`config.mk`:
```
export PLATFORM = sky130hd
export DESIGN_NAME = sprc_ctrl
export DESIGN_NICKNAME = d
export VERILOG_FILES = /design/src/sprc_pkg.sv /design/src/sprc_ctrl.sv
export VERILOG_INCLUDE_DIRS = /design/src
export SDC_FILE = /design/constraint.sdc
export NUM_CORES = 1
export LEC_CHECK = 0
export BUFFER_PORTS_ARGS = -buffer_cell sky130_fd_sc_hd__buf_2
export CORE_ASPECT_RATIO = 1.5
export CORE_MARGIN = 1
export CORE_UTILIZATION = 47
export DETAILED_ROUTE_END_ITERATION = 10
export PLACE_DENSITY = 0.77
export RECOVER_POWER = 100
export SLEW_MARGIN = 30
export SYNTH_ARGS = -nofsm -noshare
export SYNTH_HDL_FRONTEND = slang
export SYNTH_SLANG_ARGS = --single-unit
```
`constraint.sdc`:
```
create_clock -name REF_CLK -period 5.5 [get_ports REF_CLK]
set_input_delay 0.55 -clock REF_CLK [delete_from_list [all_inputs] [get_ports REF_CLK]]
set_output_delay 0.55 -clock REF_CLK [all_outputs]
set_load 0.005 [all_outputs]
```
`src/sprc_cfg.svh`:
```
// Purpose: Offsets, field positions, reset values and timing counts for the sleep, power and reset block.
// Assumes: APB byte address is four times the register index.
// Notes: Definitions only.
`ifndef SPRC_CFG_SVH
`define SPRC_CFG_SVH
`define SPRC_IDX_SLEEP_MODE_CONTROL 10'h053
`define SPRC_IDX_POWER_REDUCTION    10'h064
`define SPRC_IDX_MICRO_CONTROL      10'h055
`define SPRC_IDX_STATUS             10'h056
`define SPRC_RST_SLEEP_MODE_CONTROL 8'h00
`define SPRC_RST_POWER_REDUCTION    8'h00
`define SPRC_RST_MICRO_CONTROL      8'h00
`define SPRC_SMC_WRITE_MASK         8'h0F
`define SPRC_PR_WRITE_MASK          8'hEF
`define SPRC_MC_PLAIN_MASK          8'h9F
`define SPRC_BIT_SLEEP_ENABLE       0
`define SPRC_BIT_GATE_CONVERTER     0
`define SPRC_BIT_GATE_SER_XCVR      1
`define SPRC_BIT_GATE_SER_PERIPH    2
`define SPRC_BIT_GATE_TIMER1        3
`define SPRC_BIT_GATE_TIMER0        5
`define SPRC_BIT_GATE_TIMER2        6
`define SPRC_BIT_GATE_TWO_WIRE      7
`define SPRC_BIT_BROWNOUT_OFF_UNLOCK 5
`define SPRC_BIT_BROWNOUT_OFF_SLEEP 6
`define SPRC_UNLOCK_CYCLES          3'h4
`define SPRC_BROWNOUT_OFF_IN_SLEEP_ACTIVE_AT         3'h3
`define SPRC_BROWNOUT_OFF_IN_SLEEP_LAST              3'h5
`define SPRC_BROWNOUT_FUSES_OFF     3'h7
`define SPRC_CLOCK_SELECT_FUSES_EXT_CLOCK        4'h0
`endif

```
`src/sprc_pkg.sv`:
```
// Purpose: Types shared by the sleep, power and reset block.
// Assumes: Nothing beyond the cfg header.
// Notes: Types only.
`default_nettype none
package sprc_pkg;
   typedef enum logic [2:0] {
      SPRC_IDLE       = 3'h0,
      SPRC_NOISE_RED  = 3'h1,
      SPRC_POWER_DOWN = 3'h2,
      SPRC_POWER_SAVE = 3'h3,
      SPRC_RSVD4      = 3'h4,
      SPRC_RSVD5      = 3'h5,
      SPRC_STANDBY    = 3'h6,
      SPRC_EXT_STANDBY = 3'h7
   } sprc_mode_e;
   typedef enum logic [1:0] {
      SPRC_HOLD  = 2'h0,
      SPRC_COUNT = 2'h1,
      SPRC_RUN   = 2'h2
   } sprc_rst_e;
   typedef struct packed {
      logic two_wire;
      logic timer2;
      logic timer0;
      logic timer1;
      logic serial_periph;
      logic serial_transceiver;
      logic converter;
   } sprc_run_s;
endpackage : sprc_pkg
`default_nettype wire

```
`src/sprc_ctrl.sv`:
```
// Purpose: Sleep mode selection, brown-out off in sleep, peripheral clock gating, reset stretching.
// Assumes: SLEEP_INSTR and WAKEUP are one-cycle pulses from the core; APB master as usual.
// Notes: Pin, power and brown-out resets act asynchronously, the watchdog on REF_CLK; release is counted on REF_CLK.
`timescale 1ns/1ps
`default_nettype none
`include "sprc_cfg.svh"
module sprc_ctrl #(
   parameter int CNT_W    = 16,
   parameter int TOUT0    = 16,
   parameter int TOUT1    = 256,
   parameter int TOUT2    = 1024,
   parameter int TOUT3    = 4096,
   parameter int TOUT_EXT = 8
) (
   input  wire logic                REF_CLK,
   input  wire logic                RESET_N,
   input  wire logic                PSEL,
   input  wire logic                PENABLE,
   input  wire logic                PWRITE,
   input  wire logic [11:0]         PADDR,
   input  wire logic [31:0]         PWDATA,
   output logic [31:0]              PRDATA,
   output logic                     PREADY,
   output logic                     PSLVERR,
   input  wire logic                SLEEP_INSTR,
   input  wire logic                WAKEUP,
   input  wire logic                TIMER2_ASYNC_SELECT,
   input  wire logic [1:0]          STARTUP_TIME_FUSES,
   input  wire logic [3:0]          CLOCK_SELECT_FUSES,
   input  wire logic                RESET_PIN_DISABLE_FUSE,
   input  wire logic [2:0]          BROWNOUT_LEVEL_FUSES,
   input  wire logic                POWER_OK,
   input  wire logic                EXT_RESET_PIN_N,
   input  wire logic                WATCHDOG_EXPIRE,
   input  wire logic                WATCHDOG_RESET_MODE,
   input  wire logic                BROWNOUT_LOW,
   output logic                     SLEEP_ACTIVE,
   output sprc_pkg::sprc_mode_e     SLEEP_MODE,
   output logic                     BROWNOUT_DETECTOR_OFF,
   output sprc_pkg::sprc_run_s      PERIPH_RUN,
   output logic                     COMPARATOR_MUX_ALLOW,
   output logic                     INTERNAL_RESET,
   output logic                     PORT_RESET_N,
   output logic                     CPU_START
);
   function automatic logic [CNT_W-1:0] tout_sel(input logic [1:0] startup_time_fuses, input logic [3:0] cks);
      logic [CNT_W-1:0] t;
      t = CNT_W'(TOUT0);
      if (cks == `SPRC_CLOCK_SELECT_FUSES_EXT_CLOCK) begin
         t = CNT_W'(TOUT_EXT);
      end else begin
         unique case (startup_time_fuses)
            2'h0: t = CNT_W'(TOUT0);
            2'h1: t = CNT_W'(TOUT1);
            2'h2: t = CNT_W'(TOUT2);
            2'h3: t = CNT_W'(TOUT3);
         endcase
      end
      return t;
   endfunction : tout_sel

   function automatic logic reserved_mode(input logic [2:0] m);
      return (m == sprc_pkg::SPRC_RSVD4) || (m == sprc_pkg::SPRC_RSVD5);
   endfunction : reserved_mode

   logic                 ext_low;
   logic                 bod_en;
   logic                 bod_low;
   logic                 rst_a_n;
   sprc_pkg::sprc_rst_e  state_q;
   sprc_pkg::sprc_rst_e  state_d;
   logic [CNT_W-1:0]     cnt_q;
   logic [CNT_W-1:0]     tout;
   logic                 wdt_hit;
   logic [3:0]           smc_q;
   logic [7:0]           pr_q;
   logic [7:0]           mc_q;
   logic                 brownout_off_in_sleep_q;
   logic [2:0]           brownout_off_in_sleep_cnt_q;
   logic [2:0]           unlock_q;
   logic                 brownout_off_in_sleep_active;
   logic                 sleeping_q;
   logic [2:0]           mode_q;
   logic                 bod_off_q;
   logic                 sys_rst_q;
   logic [9:0]           idx;
   logic                 hit_smc;
   logic                 hit_pr;
   logic                 hit_mc;
   logic                 hit_st;
   logic                 mapped;
   logic                 wr_go;
   logic [7:0]           rd_byte;
   logic                 sleep_ok;

   assign ext_low = ~EXT_RESET_PIN_N & ~RESET_PIN_DISABLE_FUSE;
   assign bod_en  = BROWNOUT_LEVEL_FUSES != `SPRC_BROWNOUT_FUSES_OFF;
   assign bod_low = bod_en & BROWNOUT_LOW;
   // RESET_N, POWER_OK, the pin or brown-out resets every flop at once, so ports reset with no clock running.
   assign rst_a_n = RESET_N & POWER_OK & ~ext_low & ~bod_low;
   assign tout    = tout_sel(STARTUP_TIME_FUSES, CLOCK_SELECT_FUSES);
   assign wdt_hit = WATCHDOG_EXPIRE & WATCHDOG_RESET_MODE;

   always_comb begin
      state_d = state_q;
      unique case (state_q)
         sprc_pkg::SPRC_HOLD:  state_d = sprc_pkg::SPRC_COUNT;
         sprc_pkg::SPRC_COUNT: begin
            if (cnt_q >= tout - CNT_W'(1)) begin
               state_d = sprc_pkg::SPRC_RUN;
            end
         end
         sprc_pkg::SPRC_RUN: begin
            if (wdt_hit) begin
               state_d = sprc_pkg::SPRC_HOLD;
            end
         end
         default: state_d = sprc_pkg::SPRC_HOLD;
      endcase
   end

   always_ff @(posedge REF_CLK or negedge rst_a_n) begin
      if (!rst_a_n) begin
         state_q <= sprc_pkg::SPRC_HOLD;
         cnt_q   <= '0;
      end else begin
         state_q <= state_d;
         cnt_q   <= (state_q == sprc_pkg::SPRC_COUNT) ? cnt_q + CNT_W'(1) : '0;
      end
   end

   always_ff @(posedge REF_CLK or negedge rst_a_n) begin
      if (!rst_a_n) begin
         sys_rst_q      <= 1'b1;
         INTERNAL_RESET <= 1'b1;
         PORT_RESET_N   <= 1'b0;
         CPU_START      <= 1'b0;
      end else begin
         sys_rst_q      <= state_d != sprc_pkg::SPRC_RUN;
         INTERNAL_RESET <= state_d != sprc_pkg::SPRC_RUN;
         PORT_RESET_N   <= state_d == sprc_pkg::SPRC_RUN;
         CPU_START      <= (state_q == sprc_pkg::SPRC_COUNT) && (state_d == sprc_pkg::SPRC_RUN);
      end
   end

   assign idx     = PADDR[11:2];
   assign hit_smc = idx == `SPRC_IDX_SLEEP_MODE_CONTROL;
   assign hit_pr  = idx == `SPRC_IDX_POWER_REDUCTION;
   assign hit_mc  = idx == `SPRC_IDX_MICRO_CONTROL;
   assign hit_st  = idx == `SPRC_IDX_STATUS;
   assign mapped  = (hit_smc | hit_pr | hit_mc | hit_st) & (PADDR[1:0] == 2'h0);
   assign wr_go   = PSEL & PENABLE & PREADY & PWRITE & mapped;

   always_comb begin
      rd_byte = 8'h00;
      if (hit_smc) begin
         rd_byte = {4'h0, smc_q};
      end else if (hit_pr) begin
         rd_byte = pr_q & `SPRC_PR_WRITE_MASK;
      end else if (hit_mc) begin
         rd_byte = (mc_q & `SPRC_MC_PLAIN_MASK) | {1'b0, brownout_off_in_sleep_q, unlock_q != 3'h0, 5'h00};
      end else if (hit_st) begin
         rd_byte = {2'h0, mode_q, brownout_off_in_sleep_active, bod_off_q, sleeping_q};
      end
   end

   // One wait state: PREADY rises in the second access cycle, writes land on the edge that ends it.
   always_ff @(posedge REF_CLK or negedge rst_a_n) begin
      if (!rst_a_n) begin
         PREADY  <= 1'b0;
         PRDATA  <= 32'h0000_0000;
         PSLVERR <= 1'b0;
      end else if (PSEL && PENABLE && !PREADY) begin
         PREADY  <= 1'b1;
         PRDATA  <= (mapped && !PWRITE) ? {24'h00_0000, rd_byte} : 32'h0000_0000;
         PSLVERR <= !mapped;
      end else begin
         PREADY  <= 1'b0;
         PRDATA  <= 32'h0000_0000;
         PSLVERR <= 1'b0;
      end
   end

   always_ff @(posedge REF_CLK or negedge rst_a_n) begin
      if (!rst_a_n) begin
         smc_q <= 4'(`SPRC_RST_SLEEP_MODE_CONTROL);
         pr_q  <= `SPRC_RST_POWER_REDUCTION;
         mc_q  <= `SPRC_RST_MICRO_CONTROL;
      end else if (sys_rst_q) begin
         smc_q <= 4'(`SPRC_RST_SLEEP_MODE_CONTROL);
         pr_q  <= `SPRC_RST_POWER_REDUCTION;
         mc_q  <= `SPRC_RST_MICRO_CONTROL;
      end else if (wr_go) begin
         if (hit_smc) begin
            smc_q <= 4'(PWDATA[7:0] & `SPRC_SMC_WRITE_MASK);
         end
         if (hit_pr) begin
            pr_q <= PWDATA[7:0] & `SPRC_PR_WRITE_MASK;
         end
         if (hit_mc) begin
            mc_q <= PWDATA[7:0] & `SPRC_MC_PLAIN_MASK;
         end
      end
   end

   assign brownout_off_in_sleep_active = brownout_off_in_sleep_q & (brownout_off_in_sleep_cnt_q >= `SPRC_BROWNOUT_OFF_IN_SLEEP_ACTIVE_AT);

   // The unlock window is counted in cycles, so a slow second write simply fails.
   always_ff @(posedge REF_CLK or negedge rst_a_n) begin
      if (!rst_a_n) begin
         unlock_q   <= 3'h0;
         brownout_off_in_sleep_q     <= 1'b0;
         brownout_off_in_sleep_cnt_q <= 3'h0;
      end else if (sys_rst_q) begin
         unlock_q   <= 3'h0;
         brownout_off_in_sleep_q     <= 1'b0;
         brownout_off_in_sleep_cnt_q <= 3'h0;
      end else begin
         if (wr_go && hit_mc && PWDATA[`SPRC_BIT_BROWNOUT_OFF_UNLOCK]
             && PWDATA[`SPRC_BIT_BROWNOUT_OFF_SLEEP]) begin
            unlock_q <= `SPRC_UNLOCK_CYCLES;
         end else if (unlock_q != 3'h0) begin
            unlock_q <= unlock_q - 3'h1;
         end
         if (wr_go && hit_mc && (unlock_q != 3'h0) && PWDATA[`SPRC_BIT_BROWNOUT_OFF_SLEEP]
             && !PWDATA[`SPRC_BIT_BROWNOUT_OFF_UNLOCK]) begin
            brownout_off_in_sleep_q     <= 1'b1;
            brownout_off_in_sleep_cnt_q <= 3'h0;
         end else if (brownout_off_in_sleep_q) begin
            brownout_off_in_sleep_q     <= brownout_off_in_sleep_cnt_q != `SPRC_BROWNOUT_OFF_IN_SLEEP_LAST;
            brownout_off_in_sleep_cnt_q <= brownout_off_in_sleep_cnt_q + 3'h1;
         end
      end
   end

   assign sleep_ok = SLEEP_INSTR & smc_q[`SPRC_BIT_SLEEP_ENABLE]
                     & !reserved_mode(smc_q[3:1]) & !sleeping_q;

   always_ff @(posedge REF_CLK or negedge rst_a_n) begin
      if (!rst_a_n) begin
         sleeping_q <= 1'b0;
         mode_q     <= 3'h0;
         bod_off_q  <= 1'b0;
      end else if (sys_rst_q) begin
         sleeping_q <= 1'b0;
         mode_q     <= 3'h0;
         bod_off_q  <= 1'b0;
      end else if (sleep_ok) begin
         sleeping_q <= 1'b1;
         mode_q     <= smc_q[3:1];
         bod_off_q  <= brownout_off_in_sleep_active;
      end else if (WAKEUP) begin
         sleeping_q <= 1'b0;
         bod_off_q  <= 1'b0;
      end
   end

   assign SLEEP_ACTIVE          = sleeping_q;
   assign SLEEP_MODE            = sprc_pkg::sprc_mode_e'(mode_q);
   assign BROWNOUT_DETECTOR_OFF = bod_off_q;

   // Gating only stops the clock and access; peripheral state is kept, so ungating resumes.
   always_ff @(posedge REF_CLK or negedge rst_a_n) begin
      if (!rst_a_n) begin
         PERIPH_RUN           <= '1;
         COMPARATOR_MUX_ALLOW <= 1'b1;
      end else begin
         PERIPH_RUN.two_wire           <= !pr_q[`SPRC_BIT_GATE_TWO_WIRE];
         PERIPH_RUN.serial_periph      <= !pr_q[`SPRC_BIT_GATE_SER_PERIPH];
         PERIPH_RUN.serial_transceiver <= !pr_q[`SPRC_BIT_GATE_SER_XCVR];
         PERIPH_RUN.timer0             <= !pr_q[`SPRC_BIT_GATE_TIMER0];
         PERIPH_RUN.timer1             <= !pr_q[`SPRC_BIT_GATE_TIMER1];
         PERIPH_RUN.timer2             <= !(pr_q[`SPRC_BIT_GATE_TIMER2]
                                            && !TIMER2_ASYNC_SELECT);
         PERIPH_RUN.converter          <= !pr_q[`SPRC_BIT_GATE_CONVERTER];
         COMPARATOR_MUX_ALLOW          <= !pr_q[`SPRC_BIT_GATE_CONVERTER];
      end
   end
endmodule : sprc_ctrl
`default_nettype wire

```
==> qor_table.md <==
| Stage | Metric | Reported |
|:---|:---|:---|
| worst setup path | Buffer and inverter count on the worst path | 2 |
| global routing | First-pass GRT wire length | 12,100 um |
| global routing | Congestion Overflow GR | 0 |
| worst setup path | Worst setup SP type | input pin |
| die | Die footprint | 8330 sq um |
| die | Placeable core area | 7660 sq um |
| detailed routing | Vias | 2,824 |
| cts | Post-CTS Hold Fix Bufs | 0 |
| detailed routing | Highest signal layer in the routed design | met4 |
| power | Switching power | 304 uW |
| sta | Final max-slew violation count | 0 |
| cts | Clock latency of the later-clocked register in the worst-skew pair | 330 ps |
| cts | Clock buffers created by TritonCTS | 9 |
| global routing | Number of global-route vias before repair | 2,744 |
| detailed routing | Final Routed Wirelength | 7400 um |
| layout | Post-synthesis to final-layout area growth | 14.3% |
| worst setup path | Cell type of the slowest stage on the worst timing path | sky130_fd_sc_hd__or4_1 |
| cts | Clk Tree Root Cell | sky130_fd_sc_hd__clkbuf_16 |
| die | Chip width | 74.9 um |
| cts | Clock-pin slew on the worst setup and hold paths | 50 ps |
| cts | Count of instances resized after the clock tree is built | 0 |
| power | Clk pwr share | 41.8% |
| detailed routing | First drt pass iteration count | 4 |
| power | Internal Dissipation | 883 uW |
| worst setup path | Worst-path cell chain | buf_2 > or4_1 > o21ai_0 > inv_1 > ha_1 > xnor2_1 > ha_1 > o211ai_1 > and3_1 > a21oi_1 |
| cts | Clock Path Buffers | 2 |
| detailed routing | Length of routed met3 wiring | 348 um |
| logic synthesis | Count of mapped cells out of synthesis | 368 |
| sta | Total negative slack | 0 ps |
| detailed routing | Routed wl met2 | 3840 um |
| sta | Setup-failing EPs final | 0 |
| sta | Clock skew after layout | 6.70 ps |
| worst setup path | Gate family responsible for the most delay along the worst path | simple AND/OR/NAND/NOR gates |
| worst setup path | Critical path's most frequent cell | sky130_fd_sc_hd__ha_1 |
| place | Detailed placer's ending HPWL | 5580 um |
| layout | Antenna diode instance count | 0 |
| die | Initial Utilization | 48.8% |
| cts | Sink count of the clock tree | 67 |
| sta | Maximum clock frequency | 364 MHz |
| power | Post-layout power | 1190 uW |
| worst setup path | Biggest cell delay along the critical path | 580 ps |
| layout | End-of-flow core utilization | 55.9% |
| power | Logic pwr share | 11.1% |
| detailed routing | DRC violation count after routing | 0 |
| logic synthesis | Sequential element share of the synthesized area | 45.1% |
| hold path | Hold WC Path Type | register to register |
| sta | Slew at the pin closest to its max-slew limit | 1090 ps |
| global routing | Total routing usage reported by global routing | 19.1% |
| die | Die extent in y | 111 um |
| power | Total power density per cell area | 277 nW/um^2 |
| logic synthesis | Number of distinct library cell variants in the gate-level netlist after synthesis | 56 |
| detailed routing | DRC marker count from the first detailed-route iteration | 186 |
| sta | Headroom to the max-slew limit | 26.6% |
| logic synthesis | Number of enable-type register cells in the synthesized netlist | 0 |
| layout | Number of nets in the layout | 517 |
| detailed routing | WL per Instance | 13.7 um |
| cts | Number of levels in the clock H-tree | 3 |
| logic synthesis | Mapped Avg Cell Area | 10.2 sq um |
| power | Worst supply voltage drop on vdd | 0.156 mV |
| logic synthesis | Synth Register Bits | 67 |
| global routing | Largest net degree at the start of global routing | 68 |
| detailed routing | Total routed wire length on the met1 layer | 2960 um |
| job | Number of max-cap violations | 0 |
| logic synthesis | Post-synth top flop | sky130_fd_sc_hd__dfrtp_1 |
| detailed routing | Routed Antenna Nets | 0 |
| power | Pleak | 0.00198 uW |
| sta | Shortest period the worst path allows | 2750 ps |
| die | Number of top-level pins | 117 |
| worst setup path | Worst path arrival time | 2930 ps |
| worst setup path | Kind of capture point of the worst setup path | register |
| layout | Layout cells sized above 1 | 18.2% |
| cts | Clock tree from TritonCTS | built |
| worst setup path | Critical Setup Path Class | input pin to register |
| die | FP Rows | 39 |
| status | Result of the run | complete, no violations |
| sta | RSZ-0062 raised after global routing | no |
| layout | Filler Cells Inserted | 658 |
| logic synthesis | Async S/R FF share, synth | 100% |
| logic synthesis | Post-synthesis cell area | 3740 sq um |
| power | Switching part of the total power | 25.6% |
| power | Share of total power in sequential cells | 47.1% |
| detailed routing | Avg Vias per Cell | 5.22 |
| cts | Postcts setup bufs | 0 |
| place | IO buf count | 68 |
| sta | Endpoints failing hold | 0 |
| logic synthesis | Yosys warning count | 0 |
| worst setup path | Required arrival time at the worst endpoint | 5680 ps |
| sta | Final clock period utilization by the worst path | 50.0% |
| worst setup path | Critical path peak fanout | 5 |
| sta | Worst hold margin | 381 ps |
| place | Routability congestion estimate | 0.879 |
| global routing | Antenna violations before repair | 0 |
synth_stat cells, types with 5 or more instances:
cell / n / area [sq um]
sky130_fd_sc_hd__clkbuf_1: 7 / 26.3
sky130_fd_sc_hd__nand2_1: 15 / 56.3
sky130_fd_sc_hd__inv_1: 19 / 71.3
sky130_fd_sc_hd__a21oi_1: 17 / 85.1
sky130_fd_sc_hd__buf_4: 27 / 203
sky130_fd_sc_hd__a22oi_1: 5 / 37.5
sky130_fd_sc_hd__o22ai_1: 5 / 31.3
sky130_fd_sc_hd__xnor2_1: 9 / 78.8
sky130_fd_sc_hd__nand2b_1: 21 / 131
sky130_fd_sc_hd__dfstp_2: 8 / 210
sky130_fd_sc_hd__mux2i_1: 18 / 180
sky130_fd_sc_hd__nand3_1: 17 / 85.1
sky130_fd_sc_hd__nor2b_1: 5 / 31.3
sky130_fd_sc_hd__dfrtp_1: 59 / 1480
sky130_fd_sc_hd__nand4_1: 9 / 56.3
sky130_fd_sc_hd__ha_1: 16 / 200
sky130_fd_sc_hd__nor2_1: 25 / 93.8
sky130_fd_sc_hd__nor3_1: 10 / 50.1
sequential cells by signal (all words and copies together) (netlist names), 2 cells and up:
signal                       cells
PERIPH_RUN                       6
mc_q                             6
SLEEP_MODE                       3
PRDATA                           8
smc_q                            4
pr_q                             7
state_q                          2
unlock_q                         3
cnt_q                           16
brownout_off_in_sleep_cnt_q      3
metal layers:
layer | vias to the layer above | GRT usage, %
met4 | 0 | 11.8
met1 | 1328 | 20.5
met2 | 83 | 32.6
li1 | 1391 | -
met5 | - | 0
met3 | 22 | 4.36
stage by stage:
stage	cell area (sq um)	instances	setup slack, ps
6_report	4280	541	2750
5_1_grt	4280	541	2580
4_1_cts	4320	541	2740
3_3_place_gp	4060	525	2490
2_1_floorplan	3830	391	360
3_5_place_dp	4060	525	2390
cell type report:
type | instances | area (sq um) | share of cell area (%)
multi-input combinational | 268 | 1810 | 42.3
sequential | 67 | 1690 | 39.4
timing repair buffer | 69 | 325 | 7.60
clock buffer | 13 | 240 | 5.61
tap | 102 | 128 | 2.98
inverter | 19 | 71.3 | 1.67
clock inverter | 3 | 17.5 | 0.409
final timing paths:
check	start	endpoint	slack, ps	cells after the start
max in group asynchronous	BROWNOUT_LEVEL_FUSES[2]	smc_q[0]	4290	4
hold / removal	pr_q[5]	PERIPH_RUN[4]	380	1
min in group asynchronous	BROWNOUT_LOW	pr_q[5]	540	3
hold reg to reg	pr_q[5]	PERIPH_RUN[4]	380	1
setup reg to reg	PREADY	pr_q[0]	3150	4
setup / recovery	CLOCK_SELECT_FUSES[1]	PORT_RESET_N	2750	10
power groups by stage:
stage | Combinational, uW | Clock [uW] | Sequential (uW)
after CTS | 135 | 507 | 560
after detailed placement | 134 | 0 | 567
after global routing | 154 | 528 | 564
final | 132 | 496 | 559
after global placement | 126 | 0 | 566
after floorplan | 114 | 0 | 552
logic make-up after synthesis:
kind of cell,after synthesis,share of synthesized area [%]
AOI/OAI and AO/OA,58,10.8
muxes,18,4.81
and+or+nand+nor,139,22.0
DFF,67,45.1
xor gates and xnor gates,13,3.04
buffers and inverters,56,8.76
other,1,0.100
adders and majority gates,16,5.35
worst register-to-register path: stages, from the launching register on:
cell and delay, ps:
sky130_fd_sc_hd__dfrtp_1 380, sky130_fd_sc_hd__nand4_1 160, sky130_fd_sc_hd__nor3_1 870, sky130_fd_sc_hd__and2_0 600
sky130_fd_sc_hd__mux2i_1 260
layout by cell type (no fill, tap or decap), types with 5 or more instances in the layout:
master                      netlist  final
sky130_fd_sc_hd__nand3_1         17     17
sky130_fd_sc_hd__clkbuf_1         7     22
sky130_fd_sc_hd__nor2_1          25     25
sky130_fd_sc_hd__inv_1           19     19
sky130_fd_sc_hd__a22oi_1          5      5
sky130_fd_sc_hd__nor3_1          10     12
sky130_fd_sc_hd__a21oi_1         17     16
sky130_fd_sc_hd__xnor2_1          9      9
sky130_fd_sc_hd__nor2b_1          5      5
sky130_fd_sc_hd__nand2b_1        21     21
sky130_fd_sc_hd__dfstp_2          8      7
sky130_fd_sc_hd__nand4_1          9      9
sky130_fd_sc_hd__dfrtp_1         59     59
sky130_fd_sc_hd__mux2i_1         18     18
sky130_fd_sc_hd__conb_1           1     24
sky130_fd_sc_hd__o22ai_1          5      5
sky130_fd_sc_hd__ha_1            16     16
sky130_fd_sc_hd__clkbuf_16        0      9
sky130_fd_sc_hd__buf_2            1     50
sky130_fd_sc_hd__nand2_1         15     15
Power figures use the tool's default switching activity.
